[config.mk]
export PLATFORM = sky130hd
export DESIGN_NAME = tbi_top
export DESIGN_NICKNAME = d
export VERILOG_FILES = /design/src/rtl/tbi_pkg.sv /design/src/rtl/tbi_fifo_if.sv /design/src/rtl/tbi_fifo.sv /design/src/rtl/tbi_top.sv
export SDC_FILE = /design/constraint.sdc
export NUM_CORES = 1
export LEC_CHECK = 0
export BUFFER_PORTS_ARGS = -buffer_cell sky130_fd_sc_hd__buf_2
export CAP_MARGIN = 25
export CORE_MARGIN = 2
export CORE_UTILIZATION = 54
export DETAILED_ROUTE_END_ITERATION = 8
export GPL_ROUTABILITY_DRIVEN = 0
export HOLD_SLACK_MARGIN = 0.02
export PLACE_DENSITY = 0.79
export SLEW_MARGIN = 20
export SYNTH_ARGS = -nofsm -noshare
export SYNTH_HDL_FRONTEND = slang
export SYNTH_SLANG_ARGS = --single-unit
[constraint.sdc]
create_clock -name clock -period 3.41 [get_ports clock]
set_input_delay 0.5115 -clock clock [delete_from_list [all_inputs] [get_ports clock]]
set_output_delay 0.5115 -clock clock [all_outputs]
set_load 0.01 [all_outputs]
[src/rtl/tbi_pkg.sv]
// Package of constants for the transmit backplane interface block
package tbi_pkg;
  // Register offsets
  localparam logic [7:0] ADDR_OPTIONS = 8'h42;
  localparam logic [7:0] ADDR_TIMING  = 8'h43;
  localparam logic [7:0] ADDR_SLOT    = 8'h44;
  localparam logic [7:0] ADDR_EDGE    = 8'h45;
  localparam logic [7:0] ADDR_LANE    = 8'h4c;
  localparam logic [7:0] ADDR_STATUS  = 8'h4d;
  // Writable masks
  localparam logic [7:0] MASK_OPTIONS = 8'h1f;
  localparam logic [7:0] MASK_TIMING  = 8'h01;
  localparam logic [7:0] MASK_SLOT    = 8'h7f;
  localparam logic [7:0] MASK_EDGE    = 8'h08;
  localparam logic [7:0] MASK_LANE    = 8'h07;
  // Reset values
  localparam logic [7:0] RST_OPTIONS  = 8'h00;
  localparam logic [7:0] RST_TIMING   = 8'h00;
  localparam logic [7:0] RST_SLOT     = 8'h00;
  localparam logic [7:0] RST_EDGE     = 8'h00;
  localparam logic [7:0] RST_LANE     = 8'h00;
  // Field positions
  localparam int OPT_KIND = 0;
  localparam int OPT_POL  = 1;
  localparam int OPT_DBL  = 2;
  localparam int OPT_FE   = 3;
  localparam int OPT_DE   = 4;
  localparam int TIM_SLV  = 0;
  localparam int EDGE_SEC = 3;
  localparam int LANE_MUX = 0;
  localparam int LANE_CRC = 1;
  localparam int LANE_SIG = 2;
  // Frame geometry
  localparam logic [9:0] BITS_NM  = 10'h0ff;
  localparam logic [9:0] BITS_MUX = 10'h3ff;
  localparam logic [6:0] SLOT_MAX_NM = 7'h1f;
  // Master clock divider
  localparam longint SYS_CLK_HZ   = 100_000_000;
  localparam longint LINE_RATE_HZ = 2_048_000;
  localparam int MASTER_HALF = int'(SYS_CLK_HZ / (2 * LINE_RATE_HZ));
  // Word pushed per timeslot: slot, signalling, payload
  localparam int WORD_W     = 23;
  localparam int FIFO_DEPTH = 4;
endpackage

[src/rtl/tbi_fifo_if.sv]
// Interface carrying the slot word stream into and out of the FIFO
`timescale 1ns/10ps
`default_nettype none
interface tbi_fifo_if #(parameter int W = 8);
  logic         push_valid;
  logic         push_ready;
  logic [W-1:0] push_data;
  logic         pop_valid;
  logic         pop_ready;
  logic [W-1:0] pop_data;
  modport fifo_mp (input push_valid, push_data, pop_ready, output push_ready, pop_valid, pop_data);
  modport user_mp (output push_valid, push_data, pop_ready, input push_ready, pop_valid, pop_data);
endinterface
`default_nettype wire

[src/rtl/tbi_fifo.sv]
// Small synchronous FIFO for timeslot words
`timescale 1ns/10ps
`default_nettype none
module tbi_fifo #(
  parameter int W = 8,
  parameter int D = 4
) (
  // Clock and reset
  input wire logic   clock,
  input wire logic   reset,
  // Stream ports
  tbi_fifo_if.fifo_mp f
);
  localparam int AW = $clog2(D);
  logic [W-1:0] mem [D];
  logic [AW-1:0] wr_q;
  logic [AW-1:0] rd_q;
  logic [AW:0]   cnt_q;
  logic          push;
  logic          pop;

  // Handshakes and flags
  assign f.push_ready = (cnt_q != (AW+1)'(D));
  assign f.pop_valid  = (cnt_q != '0);
  assign f.pop_data   = mem[rd_q];
  assign push = f.push_valid & f.push_ready;
  assign pop  = f.pop_valid & f.pop_ready;

  // Storage
  always_ff @(posedge clock) begin
    if (push) begin
      mem[wr_q] <= f.push_data;
    end
  end

  // Pointers and fill level
  always_ff @(posedge clock) begin
    if (reset) begin
      wr_q  <= '0;
      rd_q  <= '0;
      cnt_q <= '0;
    end else begin
      if (push) begin
        wr_q <= (wr_q == AW'(D-1)) ? '0 : wr_q + 1'b1;
      end
      if (pop) begin
        rd_q <= (rd_q == AW'(D-1)) ? '0 : rd_q + 1'b1;
      end
      cnt_q <= cnt_q + (AW+1)'(push) - (AW+1)'(pop);
    end
  end
endmodule
`default_nettype wire

[src/rtl/tbi_top.sv]
// Transmit backplane interface: pin sampling, framing, slot assembly, registers
//
// Chosen here: the address-and-strobe port.
`timescale 1ns/10ps
`default_nettype none
module tbi_top #(
  parameter int WORD_W = tbi_pkg::WORD_W,
  parameter int DEPTH  = tbi_pkg::FIFO_DEPTH
) (
  // Clock and reset
  input  wire logic              clock,
  input  wire logic              reset,
  // Register port
  input  wire logic [7:0]        reg_addr,
  input  wire logic [7:0]        reg_wdata,
  input  wire logic              reg_wr,
  input  wire logic              reg_rd,
  output logic      [7:0]        reg_rdata,
  // Backplane pins
  input  wire logic              tx_backplane_clock_i,
  output logic                   tx_backplane_clock_o,
  output logic                   tx_backplane_clock_oe,
  input  wire logic              tx_frame_pulse_i,
  output logic                   tx_frame_pulse_o,
  output logic                   tx_frame_pulse_oe,
  input  wire logic              tx_payload_in,
  input  wire logic              tx_signalling_in,
  // Slot word stream
  output logic                   slot_valid,
  input  wire logic              slot_ready,
  output logic      [WORD_W-1:0] slot_data
);
  logic [7:0] opt_q, tim_q, off_q, edg_q, lane_q, rdata_q;
  logic [2:0] ck_s, fp_s;
  logic [1:0] pd_s, sg_s;
  logic [5:0] div_q;
  logic       mclk_q, phase_q, fp_seen_q, fp_prev_q, fp_lvl_q, fp_pin_q;
  logic       aligned_q, overrun_q, push_q, valid_q;
  logic [9:0] bit_q;
  logic [3:0] fr_q;
  logic [7:0] pay_q, sig_q;
  logic [WORD_W-1:0] word_q, data_q;
  tbi_fifo_if #(.W(WORD_W)) fq ();

  // Configuration fields
  logic payload_sample_edge_sel, frame_pulse_edge_sel, clock_double_rate_sel;
  logic frame_pulse_polarity, frame_pulse_kind, tx_timing_master_slave, mux_w;
  logic crc_gen_w, sig_gen_w, slave_w, dbl_w, rise, fall, data_ev, fp_ev, take_go;
  logic fp_act_w, mark_w, fp_new_w, hit_w, phase_w, align_w, algn_q, oe_q;
  logic [6:0] slot_offset_count;
  logic [9:0] mask_w, start_w, idx_w;
  assign payload_sample_edge_sel = opt_q[tbi_pkg::OPT_DE];
  assign frame_pulse_edge_sel    = opt_q[tbi_pkg::OPT_FE];
  assign clock_double_rate_sel   = opt_q[tbi_pkg::OPT_DBL];
  assign frame_pulse_polarity    = opt_q[tbi_pkg::OPT_POL];
  assign frame_pulse_kind        = opt_q[tbi_pkg::OPT_KIND];
  assign tx_timing_master_slave  = tim_q[tbi_pkg::TIM_SLV];
  assign mux_w     = lane_q[tbi_pkg::LANE_MUX];
  assign crc_gen_w = lane_q[tbi_pkg::LANE_CRC];
  assign sig_gen_w = lane_q[tbi_pkg::LANE_SIG];
  assign slave_w   = tx_timing_master_slave | mux_w;
  assign dbl_w     = clock_double_rate_sel & slave_w;
  assign slot_offset_count = mux_w ? off_q[6:0] : (off_q[6:0] & tbi_pkg::SLOT_MAX_NM);
  assign mask_w    = mux_w ? tbi_pkg::BITS_MUX : tbi_pkg::BITS_NM;
  assign start_w   = (10'h000 - {slot_offset_count, 3'h0}) & mask_w;

  // Edge events from the synchronised pin clock or the local divider
  assign rise    = slave_w ? (ck_s[1] & ~ck_s[2]) : (div_q == 6'(tbi_pkg::MASTER_HALF - 1) & ~mclk_q);
  assign fall    = slave_w ? (~ck_s[1] & ck_s[2]) : (div_q == 6'(tbi_pkg::MASTER_HALF - 1) & mclk_q);
  assign data_ev = payload_sample_edge_sel ? rise : fall;
  assign fp_ev   = frame_pulse_edge_sel ? rise : fall;
  assign fp_new_w = slave_w & fp_ev & fp_act_w & ~fp_prev_q;
  assign hit_w    = fp_new_w | fp_seen_q;
  assign phase_w  = hit_w ? 1'b0 : phase_q; // First active edge after a pulse is phase 0
  assign take_go = data_ev & (~dbl_w | (phase_w == edg_q[tbi_pkg::EDGE_SEC]));
  assign align_w  = take_go & (hit_w | algn_q);
  assign idx_w    = align_w ? start_w : bit_q; // Frame index of the bit taken now
  assign fp_act_w = fp_s[1] ^ frame_pulse_polarity;

  // Master pulse mark for the current bit
  always_comb begin
    mark_w = 1'b0;
    if (!frame_pulse_kind || !(crc_gen_w || sig_gen_w)) begin
      mark_w = (bit_q == start_w);
    end else begin
      mark_w = (bit_q == start_w) && (fr_q == 4'h0);
    end
  end

  // Pin synchronisers, first stage read only by the second
  always_ff @(posedge clock) begin
    if (reset) begin
      ck_s <= '0;
      fp_s <= '0;
      pd_s <= '0;
      sg_s <= '0;
    end else begin
      ck_s <= {ck_s[1:0], tx_backplane_clock_i};
      fp_s <= {fp_s[1:0], tx_frame_pulse_i};
      pd_s <= {pd_s[0], tx_payload_in};
      sg_s <= {sg_s[0], tx_signalling_in};
    end
  end

  // Register writes, reserved bits masked off
  always_ff @(posedge clock) begin
    if (reset) begin
      opt_q  <= tbi_pkg::RST_OPTIONS;
      tim_q  <= tbi_pkg::RST_TIMING;
      off_q  <= tbi_pkg::RST_SLOT;
      edg_q  <= tbi_pkg::RST_EDGE;
      lane_q <= tbi_pkg::RST_LANE;
    end else if (reg_wr) begin
      case (reg_addr)
        tbi_pkg::ADDR_OPTIONS: opt_q  <= reg_wdata & tbi_pkg::MASK_OPTIONS;
        tbi_pkg::ADDR_TIMING:  tim_q  <= reg_wdata & tbi_pkg::MASK_TIMING;
        tbi_pkg::ADDR_SLOT:    off_q  <= reg_wdata & tbi_pkg::MASK_SLOT;
        tbi_pkg::ADDR_EDGE:    edg_q  <= reg_wdata & tbi_pkg::MASK_EDGE;
        tbi_pkg::ADDR_LANE:    lane_q <= reg_wdata & tbi_pkg::MASK_LANE;
        default: ;
      endcase
    end
  end

  // Register reads, data valid only in the cycle after the strobe
  always_ff @(posedge clock) begin
    if (reset || !reg_rd) begin
      rdata_q <= 8'h00;
    end else begin
      case (reg_addr)
        tbi_pkg::ADDR_OPTIONS: rdata_q <= opt_q;
        tbi_pkg::ADDR_TIMING:  rdata_q <= tim_q;
        tbi_pkg::ADDR_SLOT:    rdata_q <= off_q;
        tbi_pkg::ADDR_EDGE:    rdata_q <= edg_q;
        tbi_pkg::ADDR_LANE:    rdata_q <= lane_q;
        tbi_pkg::ADDR_STATUS:  rdata_q <= {fr_q, 1'b0, fq.pop_valid, overrun_q, aligned_q};
        default:               rdata_q <= 8'h00;
      endcase
    end
  end

  // Master clock divider, drives the pin clock
  always_ff @(posedge clock) begin
    if (reset || slave_w) begin
      div_q  <= '0;
      mclk_q <= 1'b0;
    end else if (div_q == 6'(tbi_pkg::MASTER_HALF - 1)) begin
      div_q  <= '0;
      mclk_q <= ~mclk_q;
    end else begin
      div_q <= div_q + 6'h01;
    end
  end

  // Frame pulse edge capture; the bit under the pulse opens the frame
  always_ff @(posedge clock) begin
    if (reset || !slave_w) begin
      fp_prev_q <= 1'b0;
      fp_seen_q <= 1'b0;
      algn_q    <= 1'b0;
    end else begin
      if (fp_ev) begin
        fp_prev_q <= fp_act_w;
      end
      if (data_ev) begin
        fp_seen_q <= 1'b0;
      end else if (fp_new_w) begin
        fp_seen_q <= 1'b1;
      end
      if (take_go) begin
        algn_q <= 1'b0;
      end else if (data_ev && hit_w) begin
        algn_q <= 1'b1; // Second sub-edge still owes the alignment
      end
    end
  end

  // Bit, frame and double-rate phase counters
  always_ff @(posedge clock) begin
    if (reset) begin
      bit_q     <= '0;
      fr_q      <= '0;
      phase_q   <= 1'b0;
      aligned_q <= 1'b0;
    end else begin
      if (data_ev && dbl_w) begin
        phase_q <= ~phase_w;
      end
      if (take_go) begin
        bit_q <= (idx_w + 10'h001) & mask_w;
        if (align_w) begin
          aligned_q <= 1'b1;
        end
        if (align_w && frame_pulse_kind && (crc_gen_w || sig_gen_w)) begin
          fr_q <= 4'h0;
        end else if (((idx_w + 10'h001) & mask_w) == 10'h000) begin
          fr_q <= fr_q + 4'h1;
        end
      end
    end
  end

  // Master frame pulse level and pin drive
  always_ff @(posedge clock) begin
    if (reset) begin
      fp_lvl_q <= 1'b0;
      fp_pin_q <= 1'b0;
    end else if (fp_ev && !slave_w) begin
      if (frame_pulse_kind && crc_gen_w && sig_gen_w) begin
        if (bit_q == start_w && fr_q == 4'h0) begin
          fp_lvl_q <= 1'b1;
          fp_pin_q <= ~frame_pulse_polarity;
        end else if (bit_q == ((start_w + 10'h001) & mask_w) && fr_q == 4'h0) begin
          fp_lvl_q <= 1'b0;
          fp_pin_q <= frame_pulse_polarity;
        end
      end else begin
        fp_lvl_q <= mark_w;
        fp_pin_q <= mark_w ^ frame_pulse_polarity;
      end
    end
  end

  // Slot assembly: payload and signalling shift in together
  always_ff @(posedge clock) begin
    if (reset) begin
      pay_q  <= '0;
      sig_q  <= '0;
      push_q <= 1'b0;
      word_q <= '0;
    end else begin
      push_q <= 1'b0;
      if (take_go) begin
        pay_q <= {pay_q[6:0], pd_s[1]};
        sig_q <= {sig_q[6:0], sg_s[1]};
        if (idx_w[2:0] == 3'h7) begin
          push_q <= 1'b1;
          word_q <= {idx_w[9:3], sig_q[6:0], sg_s[1], pay_q[6:0], pd_s[1]};
        end
      end
    end
  end

  // Overrun flag: set wins over write-one clear
  always_ff @(posedge clock) begin
    if (reset) begin
      overrun_q <= 1'b0;
    end else if (push_q && !fq.push_ready) begin
      overrun_q <= 1'b1;
    end else if (reg_wr && reg_addr == tbi_pkg::ADDR_STATUS && reg_wdata[1]) begin
      overrun_q <= 1'b0;
    end
  end

  // FIFO and registered output stage
  assign fq.push_valid = push_q;
  assign fq.push_data  = word_q;
  assign fq.pop_ready  = ~valid_q | slot_ready;
  tbi_fifo #(.W(WORD_W), .D(DEPTH)) u_fifo (.clock(clock), .reset(reset), .f(fq));

  always_ff @(posedge clock) begin
    if (reset) begin
      valid_q <= 1'b0;
      data_q  <= '0;
    end else if (fq.pop_ready) begin
      valid_q <= fq.pop_valid;
      data_q  <= fq.pop_data;
    end
  end

  // Pin drive enable, high while the block masters clock and pulse
  always_ff @(posedge clock) begin
    if (reset) begin
      oe_q <= 1'b0;
    end else begin
      oe_q <= ~slave_w;
    end
  end

  // Outputs straight from flip-flops
  assign reg_rdata             = rdata_q;
  assign tx_backplane_clock_o  = mclk_q;
  assign tx_backplane_clock_oe = oe_q;
  assign tx_frame_pulse_o      = fp_pin_q;
  assign tx_frame_pulse_oe     = oe_q;
  assign slot_valid            = valid_q;
  assign slot_data             = data_q;
endmodule
`default_nettype wire

Yosys cells after proc, flatten, opt, wreduce, memory -nomap -nowiden. Memory sizes are Yosys's and may differ from the RTL's. A register that Yosys moved wholly into a read port is not among the register bits. Index checks and enable logic that the tools add are counted.

Bits in writable memories: 92. Bits of input ports: 25. Memories: 1. Register bits after elaboration: 109. Logic and storage cells: 149. Output and inout bits: 36.

Memories: u_fifo.mem (depth 4, width 23, rd ports 1, clocked after memory_dff 1, write ports 1, RTL line tbi_fifo.sv:15) `logic [W-1:0] mem [D];`.

Mux-type cells: 22. Bitwise operators: 32. Equality and inequality tests: 15. $add $sub $neg: 9. Reduce and logical (&&, ||, !) cells: 40.

Operators by type and width (count): 8-bit by 7-bit == test with 1-bit output, second input constant (6); 8-bit one-hot mux with 6 select lines (1); 10-bit bitwise AND (3); 10-bit by 1-bit adder with 10-bit output, second input constant (2); 10-bit == test (2); 10-bit 2-to-1 mux (2); 2-bit AND reduction (9); 1-bit 2-to-1 mux (14); 1-bit bitwise AND (12); 1-bit logical AND (12); 10-bit logical NOT (1); 1-bit inverter (10); 1-bit by 10-bit subtractor with 10-bit output, first input constant (1); 4-bit 2-to-1 mux (2); 2-bit OR reduction (4); 7-bit 2-to-1 mux (1); 6-bit by 1-bit adder with 6-bit output, second input constant (1); 6-bit by 5-bit == test with 1-bit output, second input constant (1); 1-bit logical NOT (5); 1-bit logical OR (5); 1-bit bitwise OR (5); 2-bit by 1-bit adder with 2-bit output, second input constant (2); 4-bit by 1-bit adder with 4-bit output, second input constant (1); 2-bit == test, second input constant (2); other kinds (11) (14).

Longest topological paths before layout. Gate-level depths: netlist (run 1).

Depth in word-level cells: 19. Gate-level depth with buffers: 18. Mapped depth without buffers: 18.

Hierarchy. Synthesis (run 1) repeated with hierarchy kept, for this count alone.

Cells, all modules: 822. Area total of the unflattened synthesis: 9140.0 um^2.

Modules (own cells, without submodules): tbi_top (cells each 653, sequential area each 2502.4 um^2, area each 5341.4 um^2, instances 1); tbi_fifo (cells each 169, sequential area each 2942.8 um^2, area each 3798.6 um^2, instances 1).

Worst setup path before layout (run 1). Ideal clock, no wire load.

Kind: reg2reg. Start: register lane_q[0]. End: register fr_q[1]. Setup slack: -0.271 ns. Cell stages (with the launch flop): 18. Period minus slack after synthesis: 3.681 ns. Data required time: 3.295 ns. Arrival time: 3.567 ns. Setup time: 0.115 ns. Path through: dfxtp_1 or2_1 buf_6 nor4b_4 o22a_1 nand2_1 nor2_2 nand2_1 and2_1 ha_1 or4b_1 o21ai_0 a21oi_1 nor3_4 o21ai_2 nor4_4 mux2i_1 nor2_1.

Word-level cells in the longest chain between the ends: 18. Elaborated cells between the ends (all ways): 30. Classes of those cells: add/sub (2); eq/ne (1); mux (9); bitwise (13); reduce/logical (5).

RTL lines: start, declared (RTL line tbi_top.sv:33) `logic [7:0] opt_q, tim_q, off_q, edg_q, lane_q, rdata_q;`; start signal, assigned (RTL line tbi_top.sv:112) `lane_q <= tbi_pkg::RST_LANE;`; start signal, assigned (RTL line tbi_top.sv:119) `tbi_pkg::ADDR_LANE: lane_q <= reg_wdata & tbi_pkg::MASK_LANE;`; 1-bit bitwise OR (RTL line tbi_top.sv:61) `assign slave_w = tx_timing_master_slave | mux_w;`; 1-bit 2-to-1 mux, on equally long branches (RTL line tbi_top.sv:69, tbi_top.sv:68); 1-bit 2-to-1 mux (RTL line tbi_top.sv:71) `assign fp_ev = frame_pulse_edge_sel ? rise : fall;`; 1-bit bitwise AND (3 in series) (RTL line tbi_top.sv:72) `assign fp_new_w = slave_w & fp_ev & fp_act_w & ~fp_prev_q;`; 1-bit bitwise OR (RTL line tbi_top.sv:73) `assign hit_w = fp_new_w | fp_seen_q;`; 1-bit 2-to-1 mux (RTL line tbi_top.sv:74) `assign phase_w = hit_w ? 1'b0 : phase_q;`; 1-bit == test (RTL line tbi_top.sv:75) `assign take_go = data_ev & (~dbl_w | (phase_w == edg_q[tbi_pkg::EDGE_SEC]));`; 1-bit bitwise OR (RTL line tbi_top.sv:75); 1-bit bitwise AND (RTL line tbi_top.sv:75); 1-bit bitwise AND (RTL line tbi_top.sv:76) `assign align_w = take_go & (hit_w | algn_q);`; 10-bit 2-to-1 mux (RTL line tbi_top.sv:77) `assign idx_w = align_w ? start_w : bit_q;`; 10-bit by 1-bit adder with 10-bit output (RTL line tbi_top.sv:196) `end else if (((idx_w + 10'h001) & mask_w) == 10'h000) begin`; 10-bit bitwise AND (RTL line tbi_top.sv:196); 10-bit logical NOT (RTL line tbi_top.sv:196); 2-bit nonzero test (no source line); 2-bit AND reduction (no source line); end signal, assigned (RTL line tbi_top.sv:197) `fr_q <= fr_q + 4'h1;`; end, declared (RTL line tbi_top.sv:40) `logic [3:0] fr_q;`.

Several ways; a longest one is shown, not always the timed one. A chain may end at the register's enable or synchronous reset.

Worst setup path after layout (run 1).
Start: register div_q[1]. End: register fr_q[2].

Word-level cells in the longest chain between the ends: 19. Elaborated cells between the ends (all ways): 26. Classes of those cells: add/sub (1); eq/ne (2); mux (7); bitwise (11); reduce/logical (5).

RTL lines: start, declared (RTL line tbi_top.sv:36) `logic [5:0] div_q;`; start signal, assigned (RTL line tbi_top.sv:151) `div_q <= div_q + 6'h01;`; 6-bit by 5-bit == test with 1-bit output (*) (RTL line tbi_top.sv:68, tbi_top.sv:69); 1-bit bitwise AND, on equally long branches (RTL line tbi_top.sv:69, tbi_top.sv:68); 1-bit 2-to-1 mux, on equally long branches (RTL line tbi_top.sv:69, tbi_top.sv:68); 1-bit 2-to-1 mux (RTL line tbi_top.sv:71); 1-bit bitwise AND (3 in series) (RTL line tbi_top.sv:72); 1-bit bitwise OR (RTL line tbi_top.sv:73); 1-bit 2-to-1 mux (RTL line tbi_top.sv:74); 1-bit == test (RTL line tbi_top.sv:75); 1-bit bitwise OR (RTL line tbi_top.sv:75); 1-bit bitwise AND (RTL line tbi_top.sv:75); 1-bit bitwise AND (RTL line tbi_top.sv:76); 10-bit 2-to-1 mux (RTL line tbi_top.sv:77); 10-bit by 1-bit adder with 10-bit output (RTL line tbi_top.sv:196); 10-bit bitwise AND (RTL line tbi_top.sv:196); 10-bit logical NOT (RTL line tbi_top.sv:196); 2-bit nonzero test (no source line); 2-bit AND reduction (no source line).

Every way passes the cells marked *; elsewhere a longest branch is shown, timed or not.

==> metrics.md, run 1 <==
| Metric | Value |
|---|---|
| Fin. max-slew vios | 0 |
| Num CTS Buffers | 23 |
| PortBufs | 59 |
| Synthesized area | 9090 um^2 |
| Hold path start | tx_backplane_clock_i |
| Worst Hold Class | in2reg |
| Fmax | 290 MHz |
| Core area | 16500 um^2 |
| WS Path Type | reg2reg |
| Count of different cell masters after synthesis | 68 |
| Starting Density | 55.0% |
| Non-Filler Instances | 1117 |
| Post-route ant nets | 0 |
| Area of the multi-input gates | 3550 um^2 |
| H-tree Lvls | 1 |
| Final period utilization | 101% |
| Vias/cell | 5.57 |
| CP Data Required Time | 3.85 ns |
| DRC Markers | 0 |
| CP startpoint kind | flip-flop |
| Placed Instances | 1072 |
| CTS tree | built |
| Crit Path Max Fanout | 6 |
| Initial DRC Count | 492 |
| R2R setup slack | -0.04 ns |
| 1st-pass router iterations | 6 |
| Die height | 134 um |
| Die W | 134 um |
| Area grow syn2layout | 17.4% |
| Yosys reg bits | 224 |
| Slew of the pin with the lowest slew margin | 0.997 ns |
| DR vias | 6220 |
| CTS clk-pin slew, worst paths | 0.06 ns |
| Hold-fix buffers, CTS | 0 |
| Post-synthesis sequential area ratio | 59.5% |
| First-pass GRT wire length | 29500 um |
| Final Hold Fails | 0 |
| GRT Overall Usage | 20.3% |
| Skew final | 0.0124 ns |
| Latest clock arrival within the worst-skew pair | 0.51 ns |
| Worst R2R Start | div_q[1]$_SDFF_PP0_ |
| Largest net degree at the start of global routing | 68 |
| CTS Buffer Depth | 3 |
| Ports | 61 |
| Diodes inserted | 0 |
| Initial antenna violation count | 0 |
| FP Rows | 47 |
| Rel. slew slack | 33.6% |
| Synth Flop Type | dfxtp_1 |
| FF-to-FF End | fr_q[2]$_SDFFE_PP0P_ |
| Worst hold path cell count | 2 |
| Post-synth EDFFs | 92 |
| Max-cap violations | 0 |
| Crit path capture | fr_q[2]$_SDFFE_PP0P_ |
| FF+latch area | 5410 um^2 |
| Number of clock sinks | 224 |
| Die area | 17900 um^2 |
| Crit end category | flip-flop |
| Peak VDD IR | 0.463 mV |
| Fin worst setup slack | -0.0382 ns |
| Status | complete, but fails checks |
| Dpl ws | -0.178 ns |
| Fin crit period | 3.45 ns |
| RSZ-0062 raised after global routing | yes |
| Syn Nets | 846 |
| Fraction of registers with async set/reset | 0% |
| Wire per inst | 16.3 um |
| Cell count after synthesis | 807 |
| Setup violations, final | 3 |
| Mapped Avg Cell Area | 11.3 um^2 |
| Failing checks | negative setup slack |
| Leakage | 3.96 nW |
| Gr ovfl total | 0 |
| Root Driver | clkbuf_16 |
| Post-Route WL | 18200 um |
| Synth warnings | 0 |
| CP Launch Point | div_q[1]$_SDFF_PP0_ |
| Worst R2R Path Depth | 18 |
| Layout Nets | 920 |
| Fill cells | 1202 |
| Pwr dens | 595 nW/um^2 |
| Arrival time at the worst endpoint | 3.89 ns |
| HPWL after DPL | 11600 um |
| Fraction of layout cells with a size suffix above 1 | 21.5% |
| Via count of the first global-routing pass | 5970 |
per-layer routing:
metal	share of wire [%]	vias up	track usage, %
li1	-	3015	-
met1	43	2998	26.8
met2	50	176	34.9
met3	4.8	31	3.16
met4	2.1	0	5.73
met5	0	-	0
state kept, by name, indices dropped and copies added, names as in the netlist, 4 cells and up:
signal        flops
u_fifo.mem       92
div_q             6
fq.push_data     23
fr_q              4
reg_rdata         8
sig_q             7
off_q             7
slot_data        23
bit_q            10
pay_q             7
opt_q             5
per-stage QoR:
| stage | hold WS [ns] | power (W) | utilization (%) | cell area [um^2] | setup TNS (ns) |
|---|---|---|---|---|---|
| 2_1_floorplan | 0.414 | 0.00365 | - | 9160 | -0.0145 |
| 3_3_place_gp | 0.421 | 0.00386 | 59.2 | 9790 | -0.212 |
| 3_5_place_dp | 0.429 | 0.00389 | 59.2 | 9790 | -0.541 |
| 4_1_cts | 0.197 | 0.00642 | 64.4 | 10600 | -0.138 |
| 5_1_grt | 0.206 | 0.00661 | 64.6 | 10700 | -0.701 |
| 6_report | 0.216 | 0.00635 | 64.6 | 10700 | -0.0631 |
worst min-delay path by stage:
stage / endpoint
final: ck_s[0]$_SDFF_PP0_
after CTS: fp_s[0]$_SDFF_PP0_
after floorplan: ck_s[1]$_SDFF_PP0_
after global placement: sg_s[1]$_SDFF_PP0_
after detailed placement: pd_s[1]$_SDFF_PP0_
after global routing: sg_s[0]$_SDFF_PP0_
power by group:
| group | internal (W) | switching (W) |
|---|---|---|
| sequential | 0.00288 | 0.0000829 |
| clock | 0.00152 | 0.00101 |
| combinational | 0.000428 | 0.000436 |
critical path, stage by stage (launching register included):
cell and delay, ns:
dfxtp_2 0.33, ha_4 0.16, nand4b_4 0.10, nor4b_4 0.06, o31ai_4 0.32, or3b_1 0.44
nand2_4 0.10, and2_4 0.14, ha_4 0.14, and3_4 0.18, and3_4 0.19, nand3_1 0.09
xor2_1 0.18, mux2_4 0.29, o21ai_4 0.14, nor4_4 0.06, buf_6 0.15, a21bo_1 0.18
a21oi_1 0.11
logic make-up (layout without fill, tap and decap cells):
| group | count (synthesis) | in the layout | share of synthesized area [%] |
|---|---|---|---|
| and+or+nand+nor | 308 | 308 | 15.9 |
| adders and majority gates | 14 | 14 | 2.01 |
| xor gates and xnor gates | 23 | 23 | 2.22 |
| AOI/OAI and AO/OA | 122 | 122 | 8.35 |
| DFF | 224 | 224 | 59.5 |
| muxes | 53 | 53 | 9.04 |
| buffers and inverters | 63 | 153 | 3.00 |
final cells by class:
| type | count | area share, % |
|---|---|---|
| repair buffers | 99 | 5.83 |
| clock buffers | 29 | 5.79 |
| multi-input cells | 520 | 33.3 |
| clock inverters | 12 | 1.37 |
| flip-flops and latches | 224 | 50.7 |
| inverters | 13 | 0.457 |
| well taps | 220 | 2.58 |
cell usage in the layout (no fill, tap or decap), types with 9 or more instances in the layout:
| cell type | netlist | routed |
|---|---|---|
| nor3_1 | 15 | 15 |
| buf_2 | 4 | 58 |
| dfxtp_1 | 132 | 128 |
| nand3_1 | 25 | 25 |
| xnor2_1 | 14 | 13 |
| o21ai_0 | 13 | 12 |
| ha_1 | 13 | 11 |
| nand2_1 | 128 | 126 |
| mux4_2 | 23 | 23 |
| nor2_1 | 76 | 76 |
| edfxtp_1 | 92 | 92 |
| mux2i_1 | 27 | 26 |
| a21oi_1 | 65 | 64 |
| buf_4 | 1 | 37 |
| clkbuf_16 | 0 | 23 |
| nor2b_1 | 13 | 13 |
| xor2_1 | 9 | 9 |
| inv_1 | 13 | 13 |
synth_stat cells, drive strengths merged, types with 7 or more instances:
master,instances,area (um^2)
dfxtp,132,2640
nand2,128,480
edfxtp,92,2760
nor2,79,304
a21oi,65,325
clkbuf,39,151
mux2i,27,270
nand3,25,125
mux4,23,518
nor3,17,101
o21ai,16,87.6
xnor2,14,123
ha,13,163
inv,13,48.8
nor2b,13,81.3
buf,11,72.6
and3,9,56.3
xor2,9,78.8
and2,8,50.1
a22oi,7,52.6
timing repair:
item	in CTS	in global routing
setup buffers	4	0
endpoints found under the setup margin	4	5
resized for setup	11	6
pin swaps	8	6
Power figures use the tool's default switching activity.
==> run 2: changes to the inputs <==
--- a/config.mk
+++ b/config.mk
@@ -5,6 +5,7 @@
 export SDC_FILE = /design/constraint.sdc
 export NUM_CORES = 1
 export LEC_CHECK = 0
+export ABC_AREA = 1
 export BUFFER_PORTS_ARGS = -buffer_cell sky130_fd_sc_hd__buf_2
 export CAP_MARGIN = 25
 export CORE_MARGIN = 2
==> metrics.md, run 2 <==
| Metric | Value |
|---|---|
| Synth Flop Type | dfxtp_1 (unchanged) |
| CTS tree | built (unchanged) |
| Rel. slew slack | 49.7% (was 33.6%) |
| Gr ovfl total | 0 (unchanged) |
| CP Data Required Time | 3.82 ns (was 3.85 ns) |
| CP startpoint kind | flip-flop (unchanged) |
| Top cell by count, worst path | nand2_1 |
| Min Hold Slack | 0.199 ns (was 0.216 ns) |
| Wire per inst | 14.4 um (was 16.3 um) |
| Syn Nets | 1041 (was 846) |
| Fmax | 323 MHz (was 290 MHz) |
| Post-synth EDFFs | 92 (unchanged) |
| GRT Overall Usage | 21.0% (was 20.3%) |
| Root Driver | clkbuf_16 (unchanged) |
| Slew of the pin with the lowest slew margin | 0.754 ns (was 0.997 ns) |
| Leakage | 4.40 nW (was 3.96 nW) |
| Fin crit period | 3.10 ns (was 3.45 ns) |
| Fin. max-slew vios | 0 (unchanged) |
| Final Hold Fails | 0 (unchanged) |
| Num CTS Buffers | 23 (unchanged) |
| Diodes inserted | 0 (unchanged) |
| Die area | 18200 um^2 (was 17900 um^2) |
| Fraction of registers with async set/reset | 0% (unchanged) |
| Synthesized area | 9230 um^2 (was 9090 um^2) |
| Ports | 61 (unchanged) |
| Die height | 135 um (was 134 um) |
| Mapped Avg Cell Area | 9.21 um^2 (was 11.3 um^2) |
| Count of different cell masters after synthesis | 43 (was 68) |
| Dpl ws | 0.200 ns (was -0.178 ns) |
| CTS Buffer Depth | 3 (unchanged) |
| Most common cell after layout, fill and taps aside | inv_1 (was dfxtp_1) |
| DRC Markers | 0 (unchanged) |
| Largest net degree at the start of global routing | 46 (was 68) |
| Crit Path Max Fanout | 5 (was 6) |
| Share of Yosys cell area claimed by the top area cell type | 29.9% (was 30.4%) |
| DR vias | 6944 (was 6220) |
| Largest Register | u_fifo.mem (unchanged) |
| CP Launch Point | div_q[0]$_SDFF_PP0_ (was div_q[1]$_SDFF_PP0_) |
| Fin worst setup slack | 0.311 ns (was -0.0382 ns) |
| 1st-pass router iterations | 5 (was 6) |
| Utilization after layout | 63.6% (was 64.6%) |
| Area grow syn2layout | 14.7% (was 17.4%) |
| Number of clock sinks | 224 (unchanged) |
| Total power | 0.00646 W (was 0.00635 W) |
| Layout Nets | 1108 (was 920) |
| Hold path start | tx_payload_in (was tx_backplane_clock_i) |
| Post-route ant nets | 0 (unchanged) |
| Skew final | 0.0116 ns (was 0.0124 ns) |
| Max-cap violations | 0 (unchanged) |
| HPWL after DPL | 11900 um (was 11600 um) |
| Peak VDD IR | 0.417 mV (was 0.463 mV) |
| Post-synthesis sequential area ratio | 58.6% (was 59.5%) |
| Final period utilization | 90.9% (was 101%) |
| Slowest stage cell, crit path | dfxtp_2 (was or3b_1) |
| WS Path Type | reg2reg (unchanged) |
| Slowest stage delay, CP | 0.34 ns (was 0.44 ns) |
| Starting Density | 55.5% (was 55.0%) |
| Initial DRC Count | 499 (was 492) |
| Synth warnings | 0 (unchanged) |
| Most frequent cells in the layout | inv_1 (138), dfxtp_1 (131), o21ai_0 (119) (was dfxtp_1 (128), nand2_1 (126), edfxtp_1 (92)) |
| Yosys reg bits | 224 (unchanged) |
| Fraction of layout cells with a size suffix above 1 | 14.3% (was 21.5%) |
| Status | finished, final reports clean (was complete, but fails checks) |
| Cell count after synthesis | 1002 (was 807) |
| Area post-placement | 9780 um^2 (was 9790 um^2) |
| Fill cells | 1304 (was 1202) |
| Cell Chain, Critical Path | ha_2, nand3_1, nor2_4, nand3_2, nand3_2, nand4_2, nand3_1, nand2_1, nand3_4, nand3_4, nand2_1, inv_1, ha_2, ha_1, inv_1, nand4_1, nor2_1, nand3_2, nor2_4, nand2_1, nand2_1, a21oi_1 (was ha_4, nand4b_4, nor4b_4, o31ai_4, or3b_1, nand2_4, and2_4, ha_4, and3_4, and3_4, nand3_1, xor2_1, mux2_4, o21ai_4, nor4_4, buf_6, a21bo_1, a21oi_1) |
| PortBufs | 59 (unchanged) |
| Via count of the first global-routing pass | 6495 (was 5970) |
| Crit end category | flip-flop (unchanged) |
| Arrival time at the worst endpoint | 3.51 ns (was 3.89 ns) |
| Setup violations, final | 0 (was 3) |
| Max reg flops | 92 (unchanged) |
| Hold-fix buffers, CTS | 0 (unchanged) |
| Core area | 16600 um^2 (was 16500 um^2) |
| Pwr dens | 610 nW/um^2 (was 595 nW/um^2) |
| CTS clk-pin slew, worst paths | 0.06 ns (about the same) |
| Latest clock arrival within the worst-skew pair | 0.52 ns (was 0.51 ns) |
| Top cell type by total area after synthesis | edfxtp_1 (unchanged) |
| Top post-synthesis cells by count | inv_1 (139), dfxtp_1 (132), o21ai_0 (119) (was dfxtp_1 (132), nand2_1 (128), edfxtp_1 (92)) |
| Post-Route WL | 18800 um (was 18200 um) |
| Post-route cell area | 10600 um^2 (was 10700 um^2) |
| H-tree Lvls | 1 (unchanged) |
| Die W | 135 um (was 134 um) |
| Worst R2R Start | div_q[0]$_SDFF_PP0_ (was div_q[1]$_SDFF_PP0_) |
| Worst Hold Class | in2reg (unchanged) |
| Synth area leaders | edfxtp_1 (30%), dfxtp_1 (29%), o21ai_0 (6.5%) (was edfxtp_1 (30%), dfxtp_1 (29%), mux4_2 (5.7%)) |
| FP Rows | 47 (unchanged) |
| Initial antenna violation count | 0 (unchanged) |
| First-pass GRT wire length | 30900 um (was 29500 um) |
| Top-count cell post-synth | inv_1 (was dfxtp_1) |
| Vias/cell | 5.32 (was 5.57) |
run 2: cell count changes after synthesis, moves of 24 or more:
cell      before  now
inv_1         13  139
mux2i_1       27    0
nor2_1        76  112
o21ai_0       13  119
o21bai_1       1   25
o22ai_1        0   27
run 2: critical path: cells and delay by family, from the launching register on:
family | cells | cell delay [ns]
and+or+nand+nor | 16 | 1.78
buffers and inverters | 2 | 0.11
DFF | 1 | 0.34
AOI/OAI and AO/OA | 1 | 0.06
adders and majority gates | 3 | 0.68
run 2: per-layer routing:
layer / track usage, % / wire [um] / vias to the layer above
met5: 0 / 0 / -
met4: 9.18 / 693 / 0
met3: 3.53 / 1090 / 49
met2: 34.8 / 8790 / 214
met1: 27.2 / 8210 / 3183
li1: - / - / 3498
run 2: path summary, 6_finish.rpt:
| check | endpoint | slack, ns | cells after the start |
|---|---|---|---|
| worst max register to register | fr_q[1]$_SDFFE_PP0P_ | 0.31 | 22 |
| worst min-delay path | pd_s[0]$_SDFF_PP0_ | 0.20 | 3 |
| worst min register to register | pd_s[1]$_SDFF_PP0_ | 0.40 | 2 |
| worst max-delay path | fr_q[1]$_SDFFE_PP0P_ | 0.31 | 22 |
run 2: stage by stage:
step | TNS, ns | instances
after floorplan | 0 | 1002
after global placement | 0 | 1258
after detailed placement | 0 | 1258
after CTS | 0 | 1300
after global routing | -0.0855 | 1306
final | 0 | 1306
run 2: final cells by class:
class	count	area, um^2	area share [%]
Inverter	142	533	5.03
Clock inverter	13	106	1.00
Timing Repair Buffer	85	494	4.67
Sequential cell	224	5410	51.1
Clock buffer	29	608	5.74
Tap cell	220	275	2.60
Multi-Input combinational cell	593	3170	29.9
run 2: timing repair:
item                                    in CTS  in global routing
gates resized for setup                      0                 13
buffers inserted                             0                  6
endpoints found under the hold margin        0                  0
endpoints found under the setup margin       0                 10
run 2: cells by family after synthesis:
kind of cell / after synthesis / synth area share, %
XOR/XNOR: 10 / 0.949
AO/OA/AOI/OAI: 258 / 15.8
buffers and inverters: 185 / 7.79
flip-flops: 224 / 58.6
adder cells (fa/ha/maj): 14 / 1.98
AND/OR/NAND/NOR: 311 / 14.9
run 2: report_power, final:
group          leakage (nW)  total (W)  internal (W)  switching [W]
clock                 0.349    0.00235       0.00135       0.000999
combinational          2.14    0.00111      0.000392       0.000721
sequential             1.91    0.00300       0.00291      0.0000903
